[src/mad_pkg.sv]
package mad_pkg;

    // register byte offsets
    localparam logic [7:0] MAD_CFG_OFF = 8'h00;
    localparam logic [7:0] MAD_STAT_OFF = 8'h04;

    // attribute configuration register fields
    localparam int MAD_CFG_B_POS = 0;
    localparam int MAD_CFG_C_POS = 1;
    localparam int MAD_CFG_S_POS = 2;
    localparam int MAD_CFG_TEX_LSB = 3;
    localparam int MAD_CFG_WIDTH = 6;
    localparam logic [5:0] MAD_CFG_RESET = 6'h00;

    // decode status register fields
    localparam int MAD_ST_TYPE_LSB = 0;
    localparam int MAD_ST_SHARE_POS = 2;
    localparam int MAD_ST_INNER_LSB = 3;
    localparam int MAD_ST_OUTER_LSB = 5;
    localparam int MAD_ST_RSVD_POS = 7;
    localparam int MAD_ST_IMPL_POS = 8;

    // axi response codes
    localparam logic [1:0] MAD_RESP_OKAY = 2'h0;
    localparam logic [1:0] MAD_RESP_SLVERR = 2'h2;

    typedef enum logic [1:0] {
        MAD_MEM_STRONG = 2'b00,
        MAD_MEM_DEVICE = 2'b01,
        MAD_MEM_NORMAL = 2'b10,
        MAD_MEM_NONE = 2'b11
    } mad_mem_type_t;

    typedef enum logic [1:0] {
        MAD_POL_NC = 2'b00,
        MAD_POL_WB_RWA = 2'b01,
        MAD_POL_WT_NWA = 2'b10,
        MAD_POL_WB_NWA = 2'b11
    } mad_policy_t;

endpackage

[src/mad_attr_decode.sv]
`timescale 1ns/1ps
module mad_attr_decode
    import mad_pkg::*;
(
    input wire logic [2:0] i_type_extension_field,
    input wire logic i_cacheable,
    input wire logic i_bufferable,
    input wire logic i_shareable,
    output mad_mem_type_t o_mem_type,
    output logic o_shareable,
    output mad_policy_t o_inner_policy_code,
    output mad_policy_t o_outer_policy_code,
    output logic o_reserved,
    output logic o_impl_defined
);

    // pure table lookup; anything not normal memory ignores the shareable bit
    always_comb begin
        o_mem_type = MAD_MEM_NONE;
        o_shareable = 1'b0;
        o_inner_policy_code = MAD_POL_NC;
        o_outer_policy_code = MAD_POL_NC;
        o_reserved = 1'b0;
        o_impl_defined = 1'b0;
        if (i_type_extension_field[2]) begin
            o_mem_type = MAD_MEM_NORMAL;
            o_outer_policy_code = mad_policy_t'(i_type_extension_field[1:0]);
            o_inner_policy_code = mad_policy_t'({i_cacheable, i_bufferable});
            o_shareable = i_shareable;
        end else begin
            unique case ({i_type_extension_field[1:0], i_cacheable, i_bufferable})
                4'b0000: begin
                    o_mem_type = MAD_MEM_STRONG;
                    o_shareable = 1'b1;
                end
                4'b0001: begin
                    o_mem_type = MAD_MEM_DEVICE;
                    o_shareable = 1'b1;
                end
                4'b0010: begin
                    o_mem_type = MAD_MEM_NORMAL;
                    o_inner_policy_code = MAD_POL_WT_NWA;
                    o_outer_policy_code = MAD_POL_WT_NWA;
                    o_shareable = i_shareable;
                end
                4'b0011: begin
                    o_mem_type = MAD_MEM_NORMAL;
                    o_inner_policy_code = MAD_POL_WB_NWA;
                    o_outer_policy_code = MAD_POL_WB_NWA;
                    o_shareable = i_shareable;
                end
                4'b0100: begin
                    o_mem_type = MAD_MEM_NORMAL;
                    o_shareable = i_shareable;
                end
                4'b0110: begin
                    o_impl_defined = 1'b1;
                end
                4'b0111: begin
                    o_mem_type = MAD_MEM_NORMAL;
                    o_inner_policy_code = MAD_POL_WB_RWA;
                    o_outer_policy_code = MAD_POL_WB_RWA;
                    o_shareable = i_shareable;
                end
                4'b1000: begin
                    o_mem_type = MAD_MEM_DEVICE;
                end
                default: begin
                    o_reserved = 1'b1;
                end
            endcase
        end
    end

endmodule

[src/mad_top.sv]
`timescale 1ns/1ps
module mad_top
    import mad_pkg::*;
#(
    parameter int AW = 8
)
(
    input wire logic i_clk,
    input wire logic i_resetn,
    input wire logic [AW-1:0] i_axi_awaddr,
    input wire logic i_axi_awvalid,
    output logic o_axi_awready,
    input wire logic [31:0] i_axi_wdata,
    input wire logic [3:0] i_axi_wstrb,
    input wire logic i_axi_wvalid,
    output logic o_axi_wready,
    output logic [1:0] o_axi_bresp,
    output logic o_axi_bvalid,
    input wire logic i_axi_bready,
    input wire logic [AW-1:0] i_axi_araddr,
    input wire logic i_axi_arvalid,
    output logic o_axi_arready,
    output logic [31:0] o_axi_rdata,
    output logic [1:0] o_axi_rresp,
    output logic o_axi_rvalid,
    input wire logic i_axi_rready,
    output mad_mem_type_t o_mem_type,
    output logic o_shareable,
    output mad_policy_t o_inner_policy_code,
    output mad_policy_t o_outer_policy_code,
    output logic o_reserved,
    output logic o_impl_defined
);

    logic [MAD_CFG_WIDTH-1:0] cfg_ff;
    logic [AW-1:0] awaddr_ff;
    logic [31:0] wdata_ff;
    logic [3:0] wstrb_ff;
    logic aw_hold_ff;
    logic w_hold_ff;
    logic nxt_aw_hold;
    logic nxt_w_hold;
    logic nxt_bvalid;
    logic nxt_rvalid;
    logic do_write;
    logic ar_take;
    mad_mem_type_t dec_type;
    logic dec_share;
    mad_policy_t dec_inner;
    mad_policy_t dec_outer;
    logic dec_rsvd;
    logic dec_impl;
    logic [31:0] status_word;

    // word-aligned address match, used by both channels
    function automatic logic reg_hit(input logic [AW-1:0] addr, input logic [7:0] off);
        logic [AW-1:0] off_w;
        off_w = AW'(off);
        reg_hit = (addr[AW-1:2] == off_w[AW-1:2]);
    endfunction

    // the decoder sees the stored attribute bits
    mad_attr_decode u_decode (
        .i_type_extension_field(cfg_ff[MAD_CFG_TEX_LSB +: 3]),
        .i_cacheable(cfg_ff[MAD_CFG_C_POS]),
        .i_bufferable(cfg_ff[MAD_CFG_B_POS]),
        .i_shareable(cfg_ff[MAD_CFG_S_POS]),
        .o_mem_type(dec_type),
        .o_shareable(dec_share),
        .o_inner_policy_code(dec_inner),
        .o_outer_policy_code(dec_outer),
        .o_reserved(dec_rsvd),
        .o_impl_defined(dec_impl)
    );

    // write and read channel bookkeeping; address and data may arrive in either order
    always_comb begin
        do_write = aw_hold_ff & w_hold_ff & ~o_axi_bvalid;
        nxt_aw_hold = do_write ? 1'b0 : (aw_hold_ff | (i_axi_awvalid & o_axi_awready));
        nxt_w_hold = do_write ? 1'b0 : (w_hold_ff | (i_axi_wvalid & o_axi_wready));
        nxt_bvalid = do_write | (o_axi_bvalid & ~i_axi_bready);
        ar_take = i_axi_arvalid & o_axi_arready;
        nxt_rvalid = ar_take | (o_axi_rvalid & ~i_axi_rready);
    end

    // status word mirrors the registered decode outputs
    always_comb begin
        status_word = 32'h0000_0000;
        status_word[MAD_ST_TYPE_LSB +: 2] = o_mem_type;
        status_word[MAD_ST_SHARE_POS] = o_shareable;
        status_word[MAD_ST_INNER_LSB +: 2] = o_inner_policy_code;
        status_word[MAD_ST_OUTER_LSB +: 2] = o_outer_policy_code;
        status_word[MAD_ST_RSVD_POS] = o_reserved;
        status_word[MAD_ST_IMPL_POS] = o_impl_defined;
    end

    // write address and data capture; readies drop while a response is owed
    always_ff @(posedge i_clk) begin
        if (!i_resetn) begin
            aw_hold_ff <= 1'b0;
            w_hold_ff <= 1'b0;
            awaddr_ff <= '0;
            wdata_ff <= 32'h0000_0000;
            wstrb_ff <= 4'h0;
            o_axi_awready <= 1'b0;
            o_axi_wready <= 1'b0;
        end else begin
            if (i_axi_awvalid && o_axi_awready) begin
                awaddr_ff <= i_axi_awaddr;
            end
            if (i_axi_wvalid && o_axi_wready) begin
                wdata_ff <= i_axi_wdata;
                wstrb_ff <= i_axi_wstrb;
            end
            aw_hold_ff <= nxt_aw_hold;
            w_hold_ff <= nxt_w_hold;
            o_axi_awready <= ~nxt_aw_hold & ~nxt_bvalid;
            o_axi_wready <= ~nxt_w_hold & ~nxt_bvalid;
        end
    end

    // configuration register and write response
    always_ff @(posedge i_clk) begin
        if (!i_resetn) begin
            cfg_ff <= MAD_CFG_RESET;
            o_axi_bvalid <= 1'b0;
            o_axi_bresp <= MAD_RESP_OKAY;
        end else begin
            o_axi_bvalid <= nxt_bvalid;
            if (do_write) begin
                if (reg_hit(awaddr_ff, MAD_CFG_OFF)) begin
                    o_axi_bresp <= MAD_RESP_OKAY;
                    if (wstrb_ff[0]) begin
                        cfg_ff <= wdata_ff[MAD_CFG_WIDTH-1:0];
                    end
                end else if (reg_hit(awaddr_ff, MAD_STAT_OFF)) begin
                    o_axi_bresp <= MAD_RESP_OKAY; // read-only, write dropped
                end else begin
                    o_axi_bresp <= MAD_RESP_SLVERR;
                end
            end
        end
    end

    // read channel: one read in flight, answered the cycle after it is taken
    always_ff @(posedge i_clk) begin
        if (!i_resetn) begin
            o_axi_arready <= 1'b0;
            o_axi_rvalid <= 1'b0;
            o_axi_rdata <= 32'h0000_0000;
            o_axi_rresp <= MAD_RESP_OKAY;
        end else begin
            o_axi_rvalid <= nxt_rvalid;
            o_axi_arready <= ~nxt_rvalid;
            if (ar_take) begin
                if (reg_hit(i_axi_araddr, MAD_CFG_OFF)) begin
                    o_axi_rdata <= 32'(cfg_ff);
                    o_axi_rresp <= MAD_RESP_OKAY;
                end else if (reg_hit(i_axi_araddr, MAD_STAT_OFF)) begin
                    o_axi_rdata <= status_word;
                    o_axi_rresp <= MAD_RESP_OKAY;
                end else begin
                    o_axi_rdata <= 32'h0000_0000;
                    o_axi_rresp <= MAD_RESP_SLVERR;
                end
            end
        end
    end

    // attribute outputs registered so the fabric sees clean timing
    always_ff @(posedge i_clk) begin
        if (!i_resetn) begin
            o_mem_type <= MAD_MEM_STRONG;
            o_shareable <= 1'b1;
            o_inner_policy_code <= MAD_POL_NC;
            o_outer_policy_code <= MAD_POL_NC;
            o_reserved <= 1'b0;
            o_impl_defined <= 1'b0;
        end else begin
            o_mem_type <= dec_type;
            o_shareable <= dec_share;
            o_inner_policy_code <= dec_inner;
            o_outer_policy_code <= dec_outer;
            o_reserved <= dec_rsvd;
            o_impl_defined <= dec_impl;
        end
    end

    // checks: outputs follow the stored attributes one cycle later
    wire [2:0] chk_tex = cfg_ff[MAD_CFG_TEX_LSB +: 3];
    wire [1:0] chk_cb = {cfg_ff[MAD_CFG_C_POS], cfg_ff[MAD_CFG_B_POS]};
    wire chk_s = cfg_ff[MAD_CFG_S_POS];
endmodule

[config.mk]
export PLATFORM = sky130hd
export DESIGN_NAME = mad_top
export DESIGN_NICKNAME = d
export VERILOG_FILES = /design/src/mad_pkg.sv /design/src/mad_attr_decode.sv /design/src/mad_top.sv
export SDC_FILE = /design/constraint.sdc
export NUM_CORES = 1
export LEC_CHECK = 0
export BUFFER_PORTS_ARGS = -buffer_cell sky130_fd_sc_hd__buf_2
export CAP_MARGIN = 10
export CORE_MARGIN = 2
export CORE_UTILIZATION = 30
export CTS_CLUSTER_DIAMETER = 60
export DETAILED_ROUTE_END_ITERATION = 10
export GPL_TIMING_DRIVEN = 0
export PLACE_DENSITY = 0.53
export SLEW_MARGIN = 20
export SYNTH_ARGS = -nofsm -noshare
export SYNTH_HDL_FRONTEND = slang
export SYNTH_SLANG_ARGS = --single-unit
[constraint.sdc]
create_clock -name i_clk -period 2.3 [get_ports i_clk]
set_input_delay 0.46 -clock i_clk [delete_from_list [all_inputs] [get_ports i_clk]]
set_output_delay 0.46 -clock i_clk [all_outputs]
set_load 0.005 [all_outputs]
==> results of run 1 <==
-- worst max-delay path, stage by stage, from the launching register on --
cell and delay [ns]:
dfxtp_1 0.32, or4_4 0.56, nor4_4 0.52, mux2i_1 0.26
-- stage by stage --
step | worst slack (ns) | power (mW) | hold WS, ns | cells | utilization [%]
2_1_floorplan | 0.536 | 0.960 | 0.438 | 260 | -
3_3_place_gp | 0.377 | 1.01 | 0.437 | 386 | 37.0
3_5_place_dp | 0.372 | 1.01 | 0.443 | 386 | 37.0
4_1_cts | 0.551 | 1.51 | 0.417 | 394 | 38.3
5_1_grt | 0.457 | 1.58 | 0.414 | 394 | 38.3
6_report | 0.569 | 1.49 | 0.423 | 394 | 38.3
-- Yosys cell counts (all sizes together) --
master / number
nor4b: 1
nand3: 14
nand3b: 2
dfxtp: 46
nand2: 42
nor2b: 4
nor4: 2
a21boi: 24
a2111oi: 1
o21ai: 2
xnor2: 1
a31o: 1
or4: 12
o311a: 2
inv: 2
nand2b: 7
nor4bb: 1
mux2i: 12
buf: 28
clkbuf: 14
conb: 1
and3: 3
a21oi: 8
nor2: 6
-- power groups by stage --
stage	clock, mW	sequential (mW)	combinational [mW]
finish	0.504	0.829	0.161
global placement	0	0.847	0.159
global route	0.563	0.832	0.183
CTS	0.523	0.829	0.161
floorplan	0	0.846	0.113
detailed placement	0	0.848	0.161
-- kinds of logic after synthesis --
| logic type | count (synthesis) |
|---|---|
| xor+xnor | 1 |
| compound gates | 38 |
| other cells | 1 |
| mux | 12 |
| simple gates | 94 |
| buf+inv | 44 |
| flops | 46 |
-- flip-flops by register name, summed over array words and instances (netlist names), 2 cells and up --
| name | cells |
|---|---|
| o_axi_rdata | 9 |
| wdata_ff | 6 |
| o_outer_policy_code | 2 |
| o_inner_policy_code | 2 |
| cfg_ff | 6 |
| awaddr_ff | 6 |
| o_mem_type | 2 |
-- metal layers --
metal  routed length (microns)  track usage (%)  part of all wire [%]
met5                         0                0                     0
met4                        49             4.20                   1.1
met3                       277             3.41                   6.3
met2                      2000             19.4                    45
met1                      2090             16.3                    47
-- final timing paths --
kind         slack, ns            start             end  cells after the start
max               0.57     awaddr_ff[4]       cfg_ff[4]                      3
min               0.42  i_axi_awaddr[5]    awaddr_ff[5]                      3
max reg2reg       0.57     awaddr_ff[4]       cfg_ff[4]                      3
min reg2reg       0.45   o_axi_rdata[3]  o_axi_rdata[3]                      2
-- area by class of cell --
class / instances / area [sq um]
Buffer: 42 / 255
Fill cell: 724 / 4170
Inverter: 2 / 7.51
Timing Repair Buffer: 46 / 230
Sequential cell: 46 / 921
Clock buffer: 7 / 86.3
Multi-Input combinational cell: 170 / 983
Tap cell: 80 / 100
Clock inverter: 1 / 5.00
==> flow_summary.toml, run 1 <==
[run_status]
status = "finished, final reports clean"

[yosys]
ys_ff_latch = 46
syn_area_sq_um = 2080
synth_adder_area_share_pct = 0
synth_top_area_share_pct = 44.3
synth.area.top_cells = "dfxtp_1 (44%), buf_4 (9.0%), nand2_1 (7.6%)"
synth_compound_area_share_pct = 12.9
synth-xor-area-share_pct = 0.422
synth_top_family_by_area = "simple AND/OR/NAND/NOR gates"
synthCells = 236
synth.distinct_cells = 28
synth_area_per_cell_sq_um = 8.80
synthMuxAreaShare_pct = 5.78
yosysSeqAreaShare_pct = 44.3
yosysWarnings = 0
synth-simple-area-share_pct = 23.7
synth_area_leader_cell = "dfxtp_1"

[sta]
fmax_mhz = 578
worst_pin_slew_ns = 0.564
final.setup.tns_ns = 0
fin_crit_ns = 1.73
setup_violations = 0
finalClockSkew_ns = 0.00794
hold_violations = 0
rsz0062_at_grt = "false"
fin_crit_sh_pct = 75.2
slew_violations = 0
max_slew_margin_pct = 62.1

[detailed_routing]
first_pass_iters = 4
drtIter0Drc = 73
wl_per_cell_microns = 11.2
remaining_drc_errors = 0
antenna_left = 0
vias_per_cell = 4.36
dr_total_vias = 1716
routed_wirelength_microns = 4410

[cts]
insertion_delay_ns = 0.30
hold_buffers = 0
root_buffer = "clkbuf_8"
cts_resized = 0
cts_made_buffers = 5
htree_num_levels = 2
post_cts_buffers = 0
path_clk_slew_ns = 0.08
cts_tree = "yes"
cts_max_path_buffers = 2
numClockSinks = 46

[placement]
io_buffers = 46
dpl_cell_area_sq_um = 2500
gp_congestion = 0.757
hpwl_microns = 3370

[cells_and_area]
area_growth_syn_to_layout_pct = 24.6
drive_gt1_share_pct = 26.4
final_cell_area_sq_um = 2590
layout_commonest_cell = "buf_2"
antenna_cells = 0
fin_nets = 372
layout_common_cells = "buf_2 (49), dfxtp_1 (46), nand2_1 (42), buf_4 (25), conb_1 (25)"

[critical_path]
crit_arrival_ns = 1.95
setup.worst_path.end_class = "flip-flop"
critPathLaunchType = "flip-flop"
critical_path_class = "flip-flop to flip-flop"
crit_fanout = 6
cp.required_ns = 2.52

[grt]
grt_max_degree = 14
grt.total_usage_pct = 12.3
grt_pass1_wl_microns = 7390
overflow = 0
grt_pass1_vias = 1570
grt_antenna_before_repair = 0

[pwr]
ir_drop_v = 0.000201
clkPwrFrac_pct = 33.7
power_switching_mw = 0.354
p_leak_nw = 1.11
sw_frac_of_total_pct = 23.7
power_frac_comb_pct = 10.8
power_density_nw_per_um2 = 577
pwr-share-seq_pct = 55.5
p_int_mw = 1.14

[floorplanning]
boundaryPins = 109
fp-row-count = 30
die_h_microns = 87.2
dieArea_sq_um = 7600
start_util_pct = 30.7
fp.dieW_microns = 87.2
coreArea_sq_um = 6760

[flow_run]
maxCapViolations = 0

[min_path]
hp-class = "input pin to flip-flop"
Note: power is estimated with default switching activity, not from simulation.
==> run 2: changes to the inputs <==
Settings changed: PLACE_DENSITY 0.53 to 0.55.
Clock period 2.3 ns to 1.5 ns, I/O delays scaled along.
==> run 2 against run 1 <==
  * Via count down 0.12%
  * Final cell count up 0.25%
  * Flip-flop and latch count unchanged
  * Critical path type is now input pin to flip-flop
  * Highest routed layer unchanged
  * Wire length down 3.8%
  * Clock power up 120%
  * Count of clock-buffer cells in the layout down 1
==> flow_summary.toml, run 2 (synthesized netlist as in run 1, its figures left out) <==
[cells_and_area]
area_growth_syn_to_layout_pct = 28.3
n_fill_cell = 715
largest_register_ffs = 9
drive_gt1_share_pct = 27.9
largest_register = "o_axi_rdata"
final_core_utilization_pct = 39.4
antenna_cells = 0
layout_common_cells = "buf_2 (48), dfxtp_1 (45), nand2_1 (42), buf_4 (25), conb_1 (25)"
layout_commonest_cell = "buf_2"
fin_nets = 373
final_cell_area_sq_um = 2660
final_cells = 395

[floorplanning]
coreArea_sq_um = 6760
dieArea_sq_um = 7600
start_util_pct = 30.7
fp.dieW_microns = 87.2
boundaryPins = 109
fp-row-count = 30
die_h_microns = 87.2

[pwr]
ir_drop_v = 0.000349
power_density_nw_per_um2 = 987
finalPower_mw = 2.63
p_leak_nw = 1.15

[min_path]
min_path_cells = 3
min-delay-start = "i_axi_awaddr[2]"
hp-class = "input pin to flip-flop"

[placement]
io_buffers = 46
dpl_cell_area_sq_um = 2510
gp_congestion = 0.798
dp.cells = 386
hpwl_microns = 3300
pre_cts_ws_ns = -0.239

[grt]
grt_max_degree = 15
grt_pass1_vias = 1447
grt_antenna_before_repair = 0
grt_pass1_wl_microns = 6630
grt.total_usage_pct = 11.4
overflow = 0

[critical_path]
rr_startpoint = "awaddr_ff[4]"
crit_arrival_ns = 1.66
cp-startpoint = "i_axi_araddr[5]"
cp.required_ns = 1.73
crit_fanout = 10
critical_path_class = "input pin to flip-flop"
critPathLaunchType = "input pin"
r2r_cells = 4
setup.worst_path.end_class = "flip-flop"

[detailed_routing]
dr_total_vias = 1714
drtIter0Drc = 86
vias_per_cell = 4.34
wl_per_cell_microns = 10.7
antenna_left = 0
first_pass_iters = 5
wl_met1_microns = 2060
routed_wirelength_microns = 4250
wl_met2_microns = 1840
dr_wl_met3_microns = 280
remaining_drc_errors = 0
highest_layer = "met4"

[cts]
hold_buffers = 0
cts_made_buffers = 5
cts_max_path_buffers = 2
root_buffer = "clkbuf_8"
htree_num_levels = 2
insertion_delay_ns = 0.30
numClockSinks = 46
path_clk_slew_ns = 0.09
cts_tree = "yes"

[sta]
fin_crit_ns = 1.43
max_slew_margin_pct = 63.5
setup_violations = 0
slew_violations = 0
fin_crit_sh_pct = 95.4
fin_ws_ns = 0.0683
worst_pin_slew_ns = 0.547
final.setup.tns_ns = 0
rsz0062_at_grt = "true"
holdWs_ns = 0.255
finalClockSkew_ns = 0.00925
hold_violations = 0
fmax_mhz = 698

[run_status]
status = "finished, final reports clean"

[flow_run]
maxCapViolations = 0
[run 2: changes by cell type in the layout (fill, tap and decap cells not counted), sizes merged]
| cell | before | now |
|---|---|---|
| buf | 74 | 75 |
| bufinv | 0 | 2 |
| clkbuf | 21 | 20 |
| clkinv | 1 | 0 |
[run 2: repair_timing]
action / CTS / global route
pin swaps: 1 / 1
endpoints found under the setup margin: 6 / 16
buffers inserted: 1 / 0
gates cloned: 0 / 0
gates resized for setup: 1 / 3
[run 2: final timing paths]
check | to | slack, ns
min | awaddr_ff[2] | 0.25
min reg2reg | o_axi_rdata[6] | 0.45
max reg2reg | cfg_ff[0] | 0.07
max | o_axi_rdata[2] | 0.07
[run 2: critical path, stage by stage]
cell      delay, ns
buf_2          0.10
or4_4          0.52
buf_6          0.15
or4_1          0.47
a21boi_1       0.12
[run 2: area by class of cell]
| cell class | count | area [sq um] | share of cell area, % |
|---|---|---|---|
| buffer | 42 | 263 | 9.86 |
| clock buffer | 6 | 82.6 | 3.10 |
| clock inverter | 2 | 60.1 | 2.25 |
| inverter | 2 | 7.51 | 0.282 |
| multi-input combinational | 170 | 987 | 37.1 |
| sequential | 46 | 922 | 34.6 |
| tap | 80 | 100 | 3.76 |
| timing repair buffer | 47 | 241 | 9.07 |
[run 2: report_power, final]
group	total, mW	switching, mW	internal, mW
clock	1.11	0.402	0.710
combinational	0.247	0.124	0.123
sequential	1.27	0.0165	1.25
total	2.63	0.543	2.09
[run 2: routing by layer]
| metal | global-route usage, % | vias up |
|---|---|---|
| met2 | 18.0 | 49 |
| met4 | 4.20 | 0 |
| li1 | - | 913 |
| met5 | 0 | - |
| met3 | 3.79 | 8 |
| met1 | 14.4 | 744 |
==> run 3: changes to the inputs <==
Settings changed: BUFFER_PORTS_ARGS -buffer_cell sky130_fd_sc_hd__buf_2 to -buffer_cell sky130_fd_sc_hd__buf_4.
==> run 3 against run 2 <==
  * Flip-flop and latch count stayed put
  * Die area stayed put
  * Via count is 0.64% higher
  * Design area is 3.0% higher
  * Hold slack better by 0.0065 ns
  * Critical path depth is 1 lower
  * Critical endpoint is now cfg_ff[2]
  * Largest power group unchanged
==> flow_summary.toml, run 3 (synthesized netlist as in run 1, its figures left out) <==
[critical_path]
critical_path_class = "flip-flop to flip-flop"
crit_fanout = 6
cp_cell_sequence = "or4_4 -> nor4_4 -> buf_6 -> mux2i_1"
crit_arrival_ns = 1.69
cp.depth = 4
critPathLaunchType = "flip-flop"
cp.required_ns = 1.73
r2r_cells = 4
crit_buf_inv = 1
slowest_delay_ns = 0.56
critPathTopFamily = "simple AND/OR/NAND/NOR gates"
cpMaxStageDelayCell = "or4_4"
setup.worst_path.end_class = "flip-flop"

[placement]
gp_congestion = 0.804
dpl_cell_area_sq_um = 2620
hpwl_microns = 3350
io_buffers = 46
pre_cts_ws_ns = -0.255

[pwr]
finalPower_mw = 2.47
p_leak_nw = 1.15
power_density_nw_per_um2 = 900
ir_drop_v = 0.000375

[floorplanning]
start_util_pct = 30.7
fp-row-count = 30
boundaryPins = 109
dieArea_sq_um = 7600
coreArea_sq_um = 6760
fp.dieW_microns = 87.2
die_h_microns = 87.2

[sta]
hold_violations = 0
setup_violations = 0
worst_pin_slew_ns = 0.573
fmax_mhz = 689
rsz0062_at_grt = "true"
fin_crit_ns = 1.45
slew_violations = 0
finalClockSkew_ns = 0.00827
fin_crit_sh_pct = 96.8
max_slew_margin_pct = 61.8
fin_ws_ns = 0.0479
final.setup.tns_ns = 0

[cts]
hold_buffers = 0
cts_tree = "yes"
insertion_delay_ns = 0.30
cts_max_path_buffers = 2
htree_num_levels = 2
cts_made_buffers = 5
numClockSinks = 46
path_clk_slew_ns = 0.09
root_buffer = "clkbuf_8"

[grt]
grt_pass1_wl_microns = 7010
grt.total_usage_pct = 11.8
grt_max_degree = 16
overflow = 0
grt_pass1_vias = 1509
grt_antenna_before_repair = 0

[cells_and_area]
final_cell_area_sq_um = 2740
drive_gt1_share_pct = 27.7
area_growth_syn_to_layout_pct = 32.1
largest_register_ffs = 9
antenna_cells = 0
fin_nets = 372
layout_common_cells = "buf_4 (71), dfxtp_1 (46), nand2_1 (42), conb_1 (25), a21boi_0 (15)"
layout_commonest_cell = "buf_4"
largest_register = "o_axi_rdata"

[detailed_routing]
first_pass_iters = 4
dr_total_vias = 1725
vias_per_cell = 4.38
antenna_left = 0
remaining_drc_errors = 0
wl_per_cell_microns = 11.1
drtIter0Drc = 56
routed_wirelength_microns = 4360

[min_path]
min_path_cells = 3
hp-class = "input pin to flip-flop"

[flow_run]
maxCapViolations = 0

[run_status]
status = "finished, final reports clean"
-- run 3: metal layers --
layer	GRT usage [%]	routed length, microns
met1	14.9	2090
met2	19.3	1940
met4	3.78	57
met3	3.79	273
met5	0	0
-- run 3: area by class of cell --
class                   count  area, sq um
clock inverters             3         43.8
flip-flops and latches     46          921
fillers                   716         4010
inverters                   2         7.51
multi-input cells         170          987
repair buffers             47          357
plain buffers              41          259
well taps                  80          100
clock buffers               5         68.8
-- run 3: worst paths after layout --
check                  from              to  slack [ns]
max            awaddr_ff[3]       cfg_ff[2]        0.05
min reg2reg  o_axi_rdata[8]  o_axi_rdata[8]        0.46
min          i_axi_wdata[1]     wdata_ff[1]        0.26
max reg2reg    awaddr_ff[3]       cfg_ff[2]        0.05
-- run 3: worst reg2reg max path: cells and delay by family, from the launching register on --
kind / cells / cell delay [ns]
flops: 1 / 0.32
simple gates: 2 / 0.72
buf+inv: 1 / 0.17
mux: 1 / 0.19
-- run 3: repair_timing --
| item | CTS | global route |
|---|---|---|
| setup endpoints to repair | 6 | 16 |
| resized for setup | 1 | 2 |
| pin swaps | 1 | 2 |
| setup buffers | 1 | 0 |
| gates cloned | 0 | 0 |
-- run 3: where the power goes --
part | switching (mW) | internal (mW) | leakage [nW]
Sequential | 0.0174 | 1.25 | 0.373
Clock | 0.428 | 0.500 | 0.0585
Combinational | 0.126 | 0.144 | 0.723
-- run 3: metrics by stage --
stage / hold WS (ns) / instances / util, %
global route: 0.271 / 394 / 40.6
finish: 0.261 / 394 / 40.6
global placement: 0.446 / 386 / 38.8
floorplan: 0.438 / 260 / -
CTS: 0.253 / 395 / 40.6
detailed placement: 0.450 / 386 / 38.8
